==> src/rtl/ccrs_pkg.sv <==
package ccrs_pkg;

  // ---------------------------------------------------------------
  // register map, byte addresses on the AXI4-Lite slave
  // ---------------------------------------------------------------
  localparam logic [7:0] ADDR_PWR_CTRL = 8'h00;
  localparam logic [7:0] ADDR_SERDIV = 8'h04;
  localparam logic [7:0] ADDR_SPI_RATE = 8'h08;
  localparam logic [7:0] ADDR_STATUS = 8'h0C;

  localparam logic [1:0] RESP_OKAY = 2'h0;
  localparam logic [1:0] RESP_SLVERR = 2'h2;

  // power management control fields
  localparam int MULT_LSB = 0;
  localparam int MULT_W = 7;
  localparam int DIVN_LSB = 8;
  localparam int DIVN_W = 2;
  localparam int INDIV_BIT = 10;
  localparam int DRAM_LSB = 18;
  localparam int DRAM_W = 3;
  localparam logic [31:0] PWR_CTRL_RST = 32'h0000_0110; // multiplier 16, divider 1, input divider off

  // strap ratio table, core clock over reference clock
  localparam logic [6:0] STRAP_MULT_00 = 7'h10;
  localparam logic [6:0] STRAP_MULT_01 = 7'h20;
  localparam logic [6:0] STRAP_MULT_10 = 7'h06;
  localparam logic [6:0] STRAP_MULT_11 = 7'h10;
  localparam logic [1:0] STRAP_DIVN = 2'h1;

  // divider registers
  localparam int RATIO_W = 16;
  localparam logic [31:0] SERDIV_RST = 32'h0000_0004;
  localparam logic [31:0] SPI_RATE_RST = 32'h0000_0004;

  // status fields
  localparam int STAT_REL_BIT = 0;
  localparam int STAT_STRAP_LSB = 1;
  localparam int STAT_CNT_LSB = 4;

  // core reset delay
  localparam int REF_CNT_W = 13;
  localparam logic [12:0] REF_CYCLES = 13'h1000;
  localparam logic [1:0] TAIL_CYCLES = 2'h2;

  typedef enum logic [1:0] {
    SEQ_HOLD,
    SEQ_COUNT,
    SEQ_TAIL,
    SEQ_RUN
  } ccrs_seq_t;

  typedef struct packed {
    logic awvalid;
    logic [7:0] awaddr;
    logic wvalid;
    logic [31:0] wdata;
    logic [3:0] wstrb;
    logic bready;
    logic arvalid;
    logic [7:0] araddr;
    logic rready;
  } ccrs_axi_req_t;

  typedef struct packed {
    logic awready;
    logic wready;
    logic bvalid;
    logic [1:0] bresp;
    logic arready;
    logic rvalid;
    logic [31:0] rdata;
    logic [1:0] rresp;
  } ccrs_axi_rsp_t;

endpackage

==> src/rtl/ccrs_core_clock_reset.sv <==
`timescale 1ns/1ps
// Overview of operation
// - While the reset pin is low, the ratio straps set the core-to-reference ratio.
// - Software may set other ratios through the multiplier and divider fields of the control register.
// - Core frequency is two times multiplier times PLL input, over two times divider.
// - The PLL input is the reference clock, or half of it when the input divider is on.
// - The peripheral clock has twice the core clock period.
// - The serial port bit clock period is the peripheral period times the serial divide ratio.
// - The SPI clock period is the peripheral period times the SPI rate setting.
// - The DRAM clock period is the core period times the ratio in control bits 20-18.
// - Core reset is released 4096 reference cycles plus two core cycles after the pin is released.
// - A missed pin setup may add one reference cycle, to 4097 at most.
// - With default settings the core runs at sixteen times the reference clock.
module ccrs_core_clock_reset (
  input wire logic clk,
  input wire logic rst_n,
  input wire logic refClkIn,
  input wire logic resetPin_n,
  input wire logic [1:0] ratioStrapPins,
  input ccrs_pkg::ccrs_axi_req_t axiReq,
  output ccrs_pkg::ccrs_axi_rsp_t axiRsp,
  output logic coreReset_n,
  output logic [6:0] coreMult,
  output logic [2:0] coreDiv,
  output logic periphTick,
  output logic serialTick,
  output logic spiTick,
  output logic dramTick
);

  // ---------------------------------------------------------------
  // state
  // ---------------------------------------------------------------
  typedef struct packed {
    logic bvalid;
    logic [1:0] bresp;
    logic rvalid;
    logic [1:0] rresp;
    logic [31:0] rdata;
    logic [31:0] pwrCtrl;
    logic [31:0] serDiv;
    logic [31:0] spi_rate_setting;
    ccrs_pkg::ccrs_seq_t seq;
    logic [12:0] refCnt;
    logic [1:0] tailCnt;
    logic refPrev;
    logic coreRelease;
    logic perPhase;
    logic periphTick;
    logic [15:0] serCnt;
    logic serialTick;
    logic [15:0] spiCnt;
    logic spiTick;
    logic [15:0] dramCnt;
    logic dramTick;
  } ccrs_state_t;

  ccrs_state_t st_reg;
  ccrs_state_t st_next;

  // ---------------------------------------------------------------
  // helpers
  // ---------------------------------------------------------------
  // ratio of 0 or 1 gives a tick every source tick
  function automatic logic ratioDone(input logic [15:0] cnt, input logic [15:0] ratio);
    ratioDone = (ratio <= 16'h0001) || (cnt == ratio - 16'h0001);
  endfunction

  function automatic logic [31:0] byteMerge(input logic [31:0] old, input logic [31:0] wd, input logic [3:0] be);
    logic [31:0] res;
    res = old;
    for (int i = 0; i < 4; i++) begin
      if (be[i]) begin
        res[8*i +: 8] = wd[8*i +: 8];
      end
    end
    byteMerge = res;
  endfunction

  function automatic logic [6:0] strapMult(input logic [1:0] strap);
    logic [6:0] m;
    m = ccrs_pkg::STRAP_MULT_00;
    unique case (strap)
      2'h0: m = ccrs_pkg::STRAP_MULT_00;
      2'h1: m = ccrs_pkg::STRAP_MULT_01;
      2'h2: m = ccrs_pkg::STRAP_MULT_10;
      2'h3: m = ccrs_pkg::STRAP_MULT_11;
    endcase
    strapMult = m;
  endfunction

  logic refRise;
  logic wrGo;
  logic rdGo;
  logic [15:0] serRatio;
  logic [15:0] spiRatio;
  logic [15:0] dramRatio;
  logic [2:0] divN;

  assign serRatio = st_reg.serDiv[ccrs_pkg::RATIO_W-1:0];
  assign spiRatio = st_reg.spi_rate_setting[ccrs_pkg::RATIO_W-1:0];
  assign dramRatio = {13'h0000, st_reg.pwrCtrl[ccrs_pkg::DRAM_LSB +: ccrs_pkg::DRAM_W]};
  assign divN = {1'b0, st_reg.pwrCtrl[ccrs_pkg::DIVN_LSB +: ccrs_pkg::DIVN_W]};
  // reference edges come in as a plain synchronous level
  // a level already high when the pin lets go is no rise, so the delay may grow by one reference cycle
  assign refRise = refClkIn & ~st_reg.refPrev;
  // write waits for address and data together, one transfer outstanding
  assign wrGo = axiReq.awvalid & axiReq.wvalid & ~st_reg.bvalid;
  assign rdGo = axiReq.arvalid & ~st_reg.rvalid;

  // ---------------------------------------------------------------
  // next state
  // ---------------------------------------------------------------
  always_comb begin
    st_next = st_reg;
    st_next.refPrev = refClkIn;

    // peripheral rate: one tick every second core cycle
    st_next.perPhase = ~st_reg.perPhase;
    st_next.periphTick = st_reg.perPhase;

    // serial and SPI bit rates count peripheral ticks
    st_next.serialTick = 1'b0;
    st_next.spiTick = 1'b0;
    if (st_reg.perPhase) begin
      if (ratioDone(st_reg.serCnt, serRatio)) begin
        st_next.serCnt = 16'h0000;
        st_next.serialTick = 1'b1;
      end else begin
        st_next.serCnt = st_reg.serCnt + 16'h0001;
      end
      if (ratioDone(st_reg.spiCnt, spiRatio)) begin
        st_next.spiCnt = 16'h0000;
        st_next.spiTick = 1'b1;
      end else begin
        st_next.spiCnt = st_reg.spiCnt + 16'h0001;
      end
    end

    // dram rate counts core cycles
    if (ratioDone(st_reg.dramCnt, dramRatio)) begin
      st_next.dramCnt = 16'h0000;
      st_next.dramTick = 1'b1;
    end else begin
      st_next.dramCnt = st_reg.dramCnt + 16'h0001;
      st_next.dramTick = 1'b0;
    end

    // register writes
    if (wrGo) begin
      st_next.bvalid = 1'b1;
      st_next.bresp = ccrs_pkg::RESP_OKAY;
      unique case (axiReq.awaddr)
        ccrs_pkg::ADDR_PWR_CTRL: st_next.pwrCtrl = byteMerge(st_reg.pwrCtrl, axiReq.wdata, axiReq.wstrb);
        ccrs_pkg::ADDR_SERDIV: st_next.serDiv = byteMerge(st_reg.serDiv, axiReq.wdata, axiReq.wstrb);
        ccrs_pkg::ADDR_SPI_RATE: st_next.spi_rate_setting = byteMerge(st_reg.spi_rate_setting, axiReq.wdata, axiReq.wstrb);
        ccrs_pkg::ADDR_STATUS: st_next.bresp = ccrs_pkg::RESP_OKAY; // read-only, write ignored
        default: st_next.bresp = ccrs_pkg::RESP_SLVERR;
      endcase
    end else if (st_reg.bvalid && axiReq.bready) begin
      st_next.bvalid = 1'b0;
    end

    // register reads
    if (rdGo) begin
      st_next.rvalid = 1'b1;
      st_next.rresp = ccrs_pkg::RESP_OKAY;
      st_next.rdata = 32'h0000_0000;
      unique case (axiReq.araddr)
        ccrs_pkg::ADDR_PWR_CTRL: st_next.rdata = st_reg.pwrCtrl;
        ccrs_pkg::ADDR_SERDIV: st_next.rdata = st_reg.serDiv;
        ccrs_pkg::ADDR_SPI_RATE: st_next.rdata = st_reg.spi_rate_setting;
        ccrs_pkg::ADDR_STATUS: begin
          st_next.rdata[ccrs_pkg::STAT_REL_BIT] = st_reg.coreRelease;
          st_next.rdata[ccrs_pkg::STAT_STRAP_LSB +: 2] = ratioStrapPins;
          st_next.rdata[ccrs_pkg::STAT_CNT_LSB +: ccrs_pkg::REF_CNT_W] = st_reg.refCnt;
        end
        default: st_next.rresp = ccrs_pkg::RESP_SLVERR;
      endcase
    end else if (st_reg.rvalid && axiReq.rready) begin
      st_next.rvalid = 1'b0;
    end

    // core reset sequencer
    unique case (st_reg.seq)
      ccrs_pkg::SEQ_HOLD: begin
        st_next.seq = ccrs_pkg::SEQ_COUNT;
      end
      ccrs_pkg::SEQ_COUNT: begin
        if (refRise) begin
          if (st_reg.refCnt == ccrs_pkg::REF_CYCLES - 13'h0001) begin
            st_next.seq = ccrs_pkg::SEQ_TAIL;
            st_next.tailCnt = 2'h0;
          end else begin
            st_next.refCnt = st_reg.refCnt + 13'h0001;
          end
        end
      end
      ccrs_pkg::SEQ_TAIL: begin
        if (st_reg.tailCnt == ccrs_pkg::TAIL_CYCLES - 2'h1) begin
          st_next.seq = ccrs_pkg::SEQ_RUN;
        end else begin
          st_next.tailCnt = st_reg.tailCnt + 2'h1;
        end
      end
      ccrs_pkg::SEQ_RUN: begin
        st_next.seq = ccrs_pkg::SEQ_RUN;
      end
    endcase

    // pin low overrides the sequencer and any control register write: straps reload the ratio, delay restarts
    if (!resetPin_n) begin
      st_next.seq = ccrs_pkg::SEQ_HOLD;
      st_next.refCnt = 13'h0000;
      st_next.tailCnt = 2'h0;
      st_next.pwrCtrl = ccrs_pkg::PWR_CTRL_RST;
      st_next.pwrCtrl[ccrs_pkg::MULT_LSB +: ccrs_pkg::MULT_W] = strapMult(ratioStrapPins);
      st_next.pwrCtrl[ccrs_pkg::DIVN_LSB +: ccrs_pkg::DIVN_W] = ccrs_pkg::STRAP_DIVN;
    end
    st_next.coreRelease = (st_next.seq == ccrs_pkg::SEQ_RUN);
  end

  // ---------------------------------------------------------------
  // state register
  // ---------------------------------------------------------------
  always_ff @(posedge clk or negedge rst_n) begin
    if (!rst_n) begin
      st_reg <= '0;
      st_reg.seq <= ccrs_pkg::SEQ_HOLD;
      st_reg.pwrCtrl <= ccrs_pkg::PWR_CTRL_RST;
      st_reg.serDiv <= ccrs_pkg::SERDIV_RST;
      st_reg.spi_rate_setting <= ccrs_pkg::SPI_RATE_RST;
    end else begin
      st_reg <= st_next;
    end
  end

  // ---------------------------------------------------------------
  // outputs
  // ---------------------------------------------------------------
  // ratio = mult / (div * indiv); the factors of two in the formula cancel
  assign coreMult = st_reg.pwrCtrl[ccrs_pkg::MULT_LSB +: ccrs_pkg::MULT_W];
  assign coreDiv = st_reg.pwrCtrl[ccrs_pkg::INDIV_BIT] ? {divN[1:0], 1'b0} : divN;
  assign coreReset_n = st_reg.coreRelease;
  assign periphTick = st_reg.periphTick;
  assign serialTick = st_reg.serialTick;
  assign spiTick = st_reg.spiTick;
  assign dramTick = st_reg.dramTick;

  always_comb begin
    axiRsp.awready = wrGo;
    axiRsp.wready = wrGo;
    axiRsp.bvalid = st_reg.bvalid;
    axiRsp.bresp = st_reg.bresp;
    axiRsp.arready = ~st_reg.rvalid;
    axiRsp.rvalid = st_reg.rvalid;
    axiRsp.rdata = st_reg.rdata;
    axiRsp.rresp = st_reg.rresp;
  end
endmodule

==> config.mk <==
export PLATFORM = sky130hd
export DESIGN_NAME = ccrs_core_clock_reset
export DESIGN_NICKNAME = d
export VERILOG_FILES = /design/src/rtl/ccrs_pkg.sv /design/src/rtl/ccrs_core_clock_reset.sv
export SDC_FILE = /design/constraint.sdc
export NUM_CORES = 1
export LEC_CHECK = 0
export BUFFER_PORTS_ARGS = -buffer_cell sky130_fd_sc_hd__buf_2
export CAP_MARGIN = 5
export CORE_MARGIN = 1.5
export CORE_UTILIZATION = 40
export DETAILED_ROUTE_END_ITERATION = 10
export RECOVER_POWER = 100
export SYNTH_ARGS = -nofsm -noshare
export SYNTH_HDL_FRONTEND = slang
export SYNTH_SLANG_ARGS = --single-unit
==> constraint.sdc <==
create_clock -name clk -period 3.2 [get_ports clk]
set_input_delay 0.32 -clock clk [delete_from_list [all_inputs] [get_ports clk]]
set_output_delay 0.32 -clock clk [all_outputs]
set_load 0.01 [all_outputs]
# Word level (Yosys, flattened, before mapping)
# Cells that the tools add are included.
totals:
  output_inout_bits: 56
  mem_bits_ro: 0
  ram_bits: 0
  mem_count: 0
  ff_bits: 206
  latchBits: 0
  wordCells: 153
op_classes:
  mul: 0
  shift: 0
  n_bitwise: 8
  mux: 45
  reduce_logical: 28
  n_lt_le_gt_ge: 3
  div_mod_pow: 0
  n_eq_ne: 31
  n_addsub: 8
ops:
  columns: ["op", "count"]
  rows:
  - ["32-bit two-way mux", 4]
  - ["8-bit two-way mux", 12]
  - ["96-bit two-way mux", 1]
  - ["13-bit one-hot mux with 4 select lines", 1]
  - ["17-bit two-way mux", 3]
  - ["16-bit by 1-bit adder with 16-bit output (second input constant)", 3]
  - ["16-bit equality test", 3]
  - ["15-bit one-hot mux with 3 select lines", 1]
  - ["3-bit AND reduction", 13]
  - ["8-bit by 4-bit equality test with 1-bit output (second input constant)", 4]
  - ["16-bit by 1-bit less-or-equal comparator with 1-bit output (second input constant)", 2]
  - ["16-bit two-way mux", 2]
  - ["16-bit by 1-bit subtractor with 16-bit output (second input constant)", 2]
  - ["13-bit two-way mux", 2]
  - ["7-bit one-hot mux with 3 select lines", 1]
  - ["18-bit two-way mux", 1]
  - ["8-bit by 3-bit equality test with 1-bit output (second input constant)", 2]
  - ["8-bit zero test", 2]
  - ["2-bit by 1-bit != test with 1-bit output (second input constant)", 8]
  - ["13-bit by 1-bit adder with 13-bit output (second input constant)", 1]
  - ["13-bit by 12-bit equality test with 1-bit output (second input constant)", 1]
  - ["2-bit two-way mux", 6]
  - ["3-bit one-hot mux with 4 select lines", 1]
  - ["2-bit equality test (second input constant)", 5]
  - ["21 further kinds", 42]

# Depth between registers and ports, before layout
logic_depth:
  depth_word: 6
  depth_mapped: 12
  depth_no_buf: 9

# Least setup slack after synthesis
# Ideal clock, no wire load.
synth_timing:
  kind: "flip-flop to flip-flop"
  start: "register st_reg (netlist bit spiRatio[0])"
  end: "register st_reg[27] (netlist bit)"
  path_stages_with_launch: 13
  n_path_buf: 3
  setup_slack_ns: -0.028
  required_time_ns: 3.061
  synth_period_minus_slack_ns: 3.228
  arrival_time_ns: 3.089
  cell_sequence: "dfrtp_1 > clkbuf_1 > inv_1 > ha_1 > clkbuf_2 > or3b_1 > or3_1 > a2111oi_0 > nor3_1 > or4_4 > o21ai_4 > buf_12 > a21oi_2"
synth_via:
  elab_chain_len: 4
  word_cells_on_any_way: 5
  cone_classes: "add/sub: 1; order compare: 1; eq/ne: 1; mux: 1; reduce/logical: 1"
synth_rtl:
  columns: ["element", "line_no", "text"]
  rows:
  - ["start: declaration", "ccrs_core_clock_reset.sv:58", "ccrs_state_t st_reg;"]
  - ["start signal: assignment", "ccrs_core_clock_reset.sv:234", "st_reg <= st_next;"]
  - ["16-bit by 1-bit subtractor with 16-bit output", "ccrs_core_clock_reset.sv:66", "ratioDone = (ratio <= 16'h0001) || (cnt == ratio - 16'h0001);"]
  - ["16-bit equality test", "ccrs_core_clock_reset.sv:66", null]
  - ["1-bit logical OR (*)", "ccrs_core_clock_reset.sv:66", null]
  - ["16-bit two-way mux (*)", "ccrs_core_clock_reset.sv:132", "if (ratioDone(st_reg.spiCnt, spiRatio)) begin"]
# Every way passes the cells marked *; elsewhere a longest branch is shown, timed or not.
# A chain may end at the register's enable or synchronous reset.

# Worst setup path in the final report
layout_timing:
  start: "register st_reg (netlist bit spiRatio[1])"
  end: "register st_reg[23] (netlist bit)"
# The elaborated chain is that of the path after synthesis.

==> flow_summary.json <==
{
  "synthArstFlopShare": 1.00,
  "slew-limit-headroom": -0.364,
  "seq_power_share": 0.448,
  "dpl_hpwl_um": 19500,
  "critical_path_source_type": "flip-flop",
  "run_status": "finished with violations",
  "synth.cell_area_um2": 10900,
  "seq_total_area_yosys": 0.467,
  "detail_route.wirelength_um": 27300,
  "syn_area_per_cell_um2": 10.5,
  "critical_path_class": "reg -> reg",
  "final_core_utilization": 0.465,
  "timing.fmax_mhz": 322,
  "clkLatencyLatePin_ns": 0.52,
  "comb_power_share": 0.095,
  "via_per_inst": 5.43,
  "worst-path-max-fanout": 12,
  "antenna_found_initial": 3,
  "groute.usage.overall": 0.195,
  "mostFrequentLayoutCell": "sky130_fd_sc_hd__dfrtp_1",
  "synth-adder-area-share": 0.0160,
  "hold_wc_path_type": "in -> reg",
  "distinct_cells_synth": 72,
  "synth-xor-area-share": 0.0665,
  "seqCellArea_um2": 5110,
  "worst_ir_drop_vdd_mv": 0.381,
  "antenna_left": 0,
  "finClkSkew_ns": 0.0158,
  "initial_core_util": 0.407,
  "row_count": 60,
  "grt_overflow": 0,
  "finalSetupViolCount": 0,
  "critical_path_arrival_ns": 3.48,
  "synth_top_cell_area_share": 0.458,
  "p_clk_frac": 0.457,
  "total_leakage_power_nw": 5.75,
  "finalWorstSetupSlack_ns": 0.0966,
  "pin_count_of_the_biggest_net_entering_global_routing": 83,
  "finish.instance_area_um2": 12500,
  "multi_input_comb_area_um2": 5190,
  "dr_total_vias": 8145,
  "num-nets-final": 1216,
  "firstDrtPassIters": 5,
  "tritoncts": "built",
  "grt_setup_unrepaired": "yes",
  "drt_drc_violations_left": 0,
  "violations": "capacitance limit, slew limit",
  "timing_hold_violations_final": 0,
  "cts_max_path_buffers": 3,
  "switching_share": 0.247,
  "slew_at_the_pin_with_the_worst_max_slew_slack_ns": 2.05,
  "synth_top_family_by_area": "simple AND/OR/NAND/NOR gates",
  "final.period_utilization": 0.970,
  "post-synth-top-area-cell": "sky130_fd_sc_hd__dfrtp_1",
  "die_width_um": 168,
  "power_per_cell_area_nw_per_um2": 490,
  "floorplan.die.height_um": 168,
  "design.core.area_um2": 26900,
  "netlist_instances": 1045,
  "synthSimpleGateAreaFrac": 0.154,
  "placed_cell_area_um2": 11800,
  "cts_inserted_buffers": 24,
  "post_drt_wl_per_cell_um": 18.2,
  "boundaryPins": 119,
  "leading_cell_types_in_the_layout_fill_and_taps_excluded": "sky130_fd_sc_hd__dfrtp_1 (200), sky130_fd_sc_hd__nor2_1 (101), sky130_fd_sc_hd__nand2_1 (73)",
  "largest_register_ff_count": 118,
  "drt_iter0_drc": 509,
  "crit_path_end_kind": "flip-flop",
  "globalplace.congestion": 0.890,
  "yosys-top-cells-area": "sky130_fd_sc_hd__dfrtp_1 (46%), sky130_fd_sc_hd__mux2_2 (6.6%), sky130_fd_sc_hd__mux2i_1 (3.9%)",
  "drv_cap": 2,
  "wire_length_of_the_first_global_routing_pass_um": 43700,
  "finalWorstPathRequiredPeriod_ns": 3.10,
  "share_of_post_route_cells_with_drive_strength_above_1": 0.209,
  "instances_no_fill": 1500,
  "post-place-ws_ns": 0.0738,
  "fillerInstances": 2566,
  "finalMaxSlewViolations": 119,
  "yosysWarnings": 0,
  "buffer_ports.inserted": 116,
  "ys_seq_elements": 204,
  "via_count_of_the_first_global_routing_pass": 7932,
  "timing.critical_path.required_ns": 3.58,
  "design.die.area_um2": 28300,
  "synth_compound_gate_area_share": 0.0979,
  "power.internal_mw": 4.62,
  "clk_transition_reported_paths_ns": 0.06,
  "placed_cells_incl_taps": 1450,
  "layout_overhead_on_the_synthesized_area_pct": 14.3,
  "power.switching_mw": 1.52,
  "clock_sink_count": 204,
  "cts-root-buf": "sky130_fd_sc_hd__clkbuf_16",
  "htree_levels": 1,
  "synth_enable_flop_cells": 0,
  "synth_mux_area_frac": 0.138,
  "ys_dominant_reg_cell": "sky130_fd_sc_hd__dfrtp_1"
}
## power groups by stage
stage                     sequential, mW  clock, mW  combinational (mW)
after global placement              2.79          0               0.586
after floorplan                     2.75          0               0.402
after detailed placement            2.79          0               0.592
final                               2.75       2.80               0.582
after global routing                2.76       2.98               0.654
after CTS                           2.75       2.88               0.599
## per-layer routing
metal  share of wire  vias up  wire (um)  GRT usage
met4           0.023        0        618     0.0547
met2            0.45      198      12400      0.303
met1            0.47     4041      12900      0.281
met5               0        -          0          0
met3           0.051       38       1390     0.0317
li1                -     3868          -          -
## critical path: stages (launching register included)
cell,delay (ns)
sky130_fd_sc_hd__dfrtp_1,0.38
sky130_fd_sc_hd__inv_1,0.08
sky130_fd_sc_hd__ha_1,0.18
sky130_fd_sc_hd__or3b_4,0.42
sky130_fd_sc_hd__or3_1,0.42
sky130_fd_sc_hd__a2111oi_2,0.38
sky130_fd_sc_hd__nor3_1,0.15
sky130_fd_sc_hd__or4_4,0.56
sky130_fd_sc_hd__o21ai_4,0.16
sky130_fd_sc_hd__buf_12,0.16
sky130_fd_sc_hd__a21oi_1,0.07
## stage by stage
step                hold WS [ns]  total power [mW]  setup TNS [ns]
finish                    0.0662              6.13               0
global route              0.0573              6.39         -0.0822
CTS                       0.0451              6.22               0
detailed placement         0.357              3.39               0
global placement           0.363              3.38               0
floorplan                 0.0244              3.15               0
## path summary, 6_finish.rpt
kind / startpoint / slack [ns] / depth (start not counted) / endpoint
worst min-delay path: axiReq[32] / 0.07 / 2 / st_reg[89]$_DFFE_PN0P_
min in group asynchronous: rst_n / 0.91 / 2 / st_reg[48]$_DFFE_PN0P_
worst max-delay path: spiRatio[1]$_DFFE_PN0P_ / 0.1 / 10 / st_reg[23]$_DFFE_PN0P_
max in group asynchronous: rst_n / 0.55 / 3 / axiRsp[1]$_DFFE_PN0P_
worst max register to register: spiRatio[1]$_DFFE_PN0P_ / 0.1 / 10 / st_reg[23]$_DFFE_PN0P_
worst min register to register: st_reg[56]$_DFFE_PN0P_ / 0.48 / 2 / st_reg[56]$_DFFE_PN0P_
## layout make-up
type / instances / share of cell area
clock buffers: 38 / 0.0619
clock inverters: 5 / 0.00420
well taps: 341 / 0.0341
multi-input cells: 718 / 0.415
diodes: 3 / 0.000600
repair buffers: 164 / 0.0675
inverters: 27 / 0.00810
flip-flops and latches: 204 / 0.409
## synth_stat cells, drive strengths merged (2+ instances only)
| cell | number |
|---|---|
| or4b | 3 |
| nand2 | 73 |
| a21oi | 55 |
| and4 | 5 |
| mux2 | 64 |
| mux4 | 16 |
| or4 | 10 |
| nand4 | 19 |
| buf | 55 |
| and2 | 9 |
| a211oi | 2 |
| a221o | 7 |
| nand4b | 2 |
| nor3 | 21 |
| nor2 | 101 |
| clkbuf | 42 |
| a311oi | 2 |
| o211ai | 4 |
| nor4 | 16 |
| mux2i | 43 |
| o31ai | 3 |
| or2 | 2 |
| o311ai | 2 |
| or3 | 6 |
| o21ai | 40 |
| a21o | 2 |
| and3 | 6 |
| a31oi | 4 |
| nor3b | 4 |
| dfstp | 4 |
| a2111oi | 3 |
| xor2 | 49 |
| ha | 14 |
| nand2b | 5 |
| nor2b | 11 |
| xnor2 | 34 |
| dfrtp | 200 |
| a22o | 16 |
| nand3 | 38 |
| nand3b | 3 |
| inv | 27 |
| a41oi | 2 |
## kinds of logic (layout without fill, tap and decap cells)
family / after synthesis / count (layout)
XOR/XNOR: 83 / 83
flip-flops: 204 / 204
AO/OA/AOI/OAI: 159 / 159
adder cells (fa/ha/maj): 14 / 14
buffers and inverters: 124 / 234
multiplexers: 123 / 123
other: 1 / 5
AND/OR/NAND/NOR: 337 / 337
## timing repair
action	in CTS	in global routing
gates resized for setup	0	3
setup buffers	0	0
hold buffers	4	0
endpoints found under the setup margin	0	16
endpoints found under the hold margin	81	0
Power figures use the tool's default switching activity.
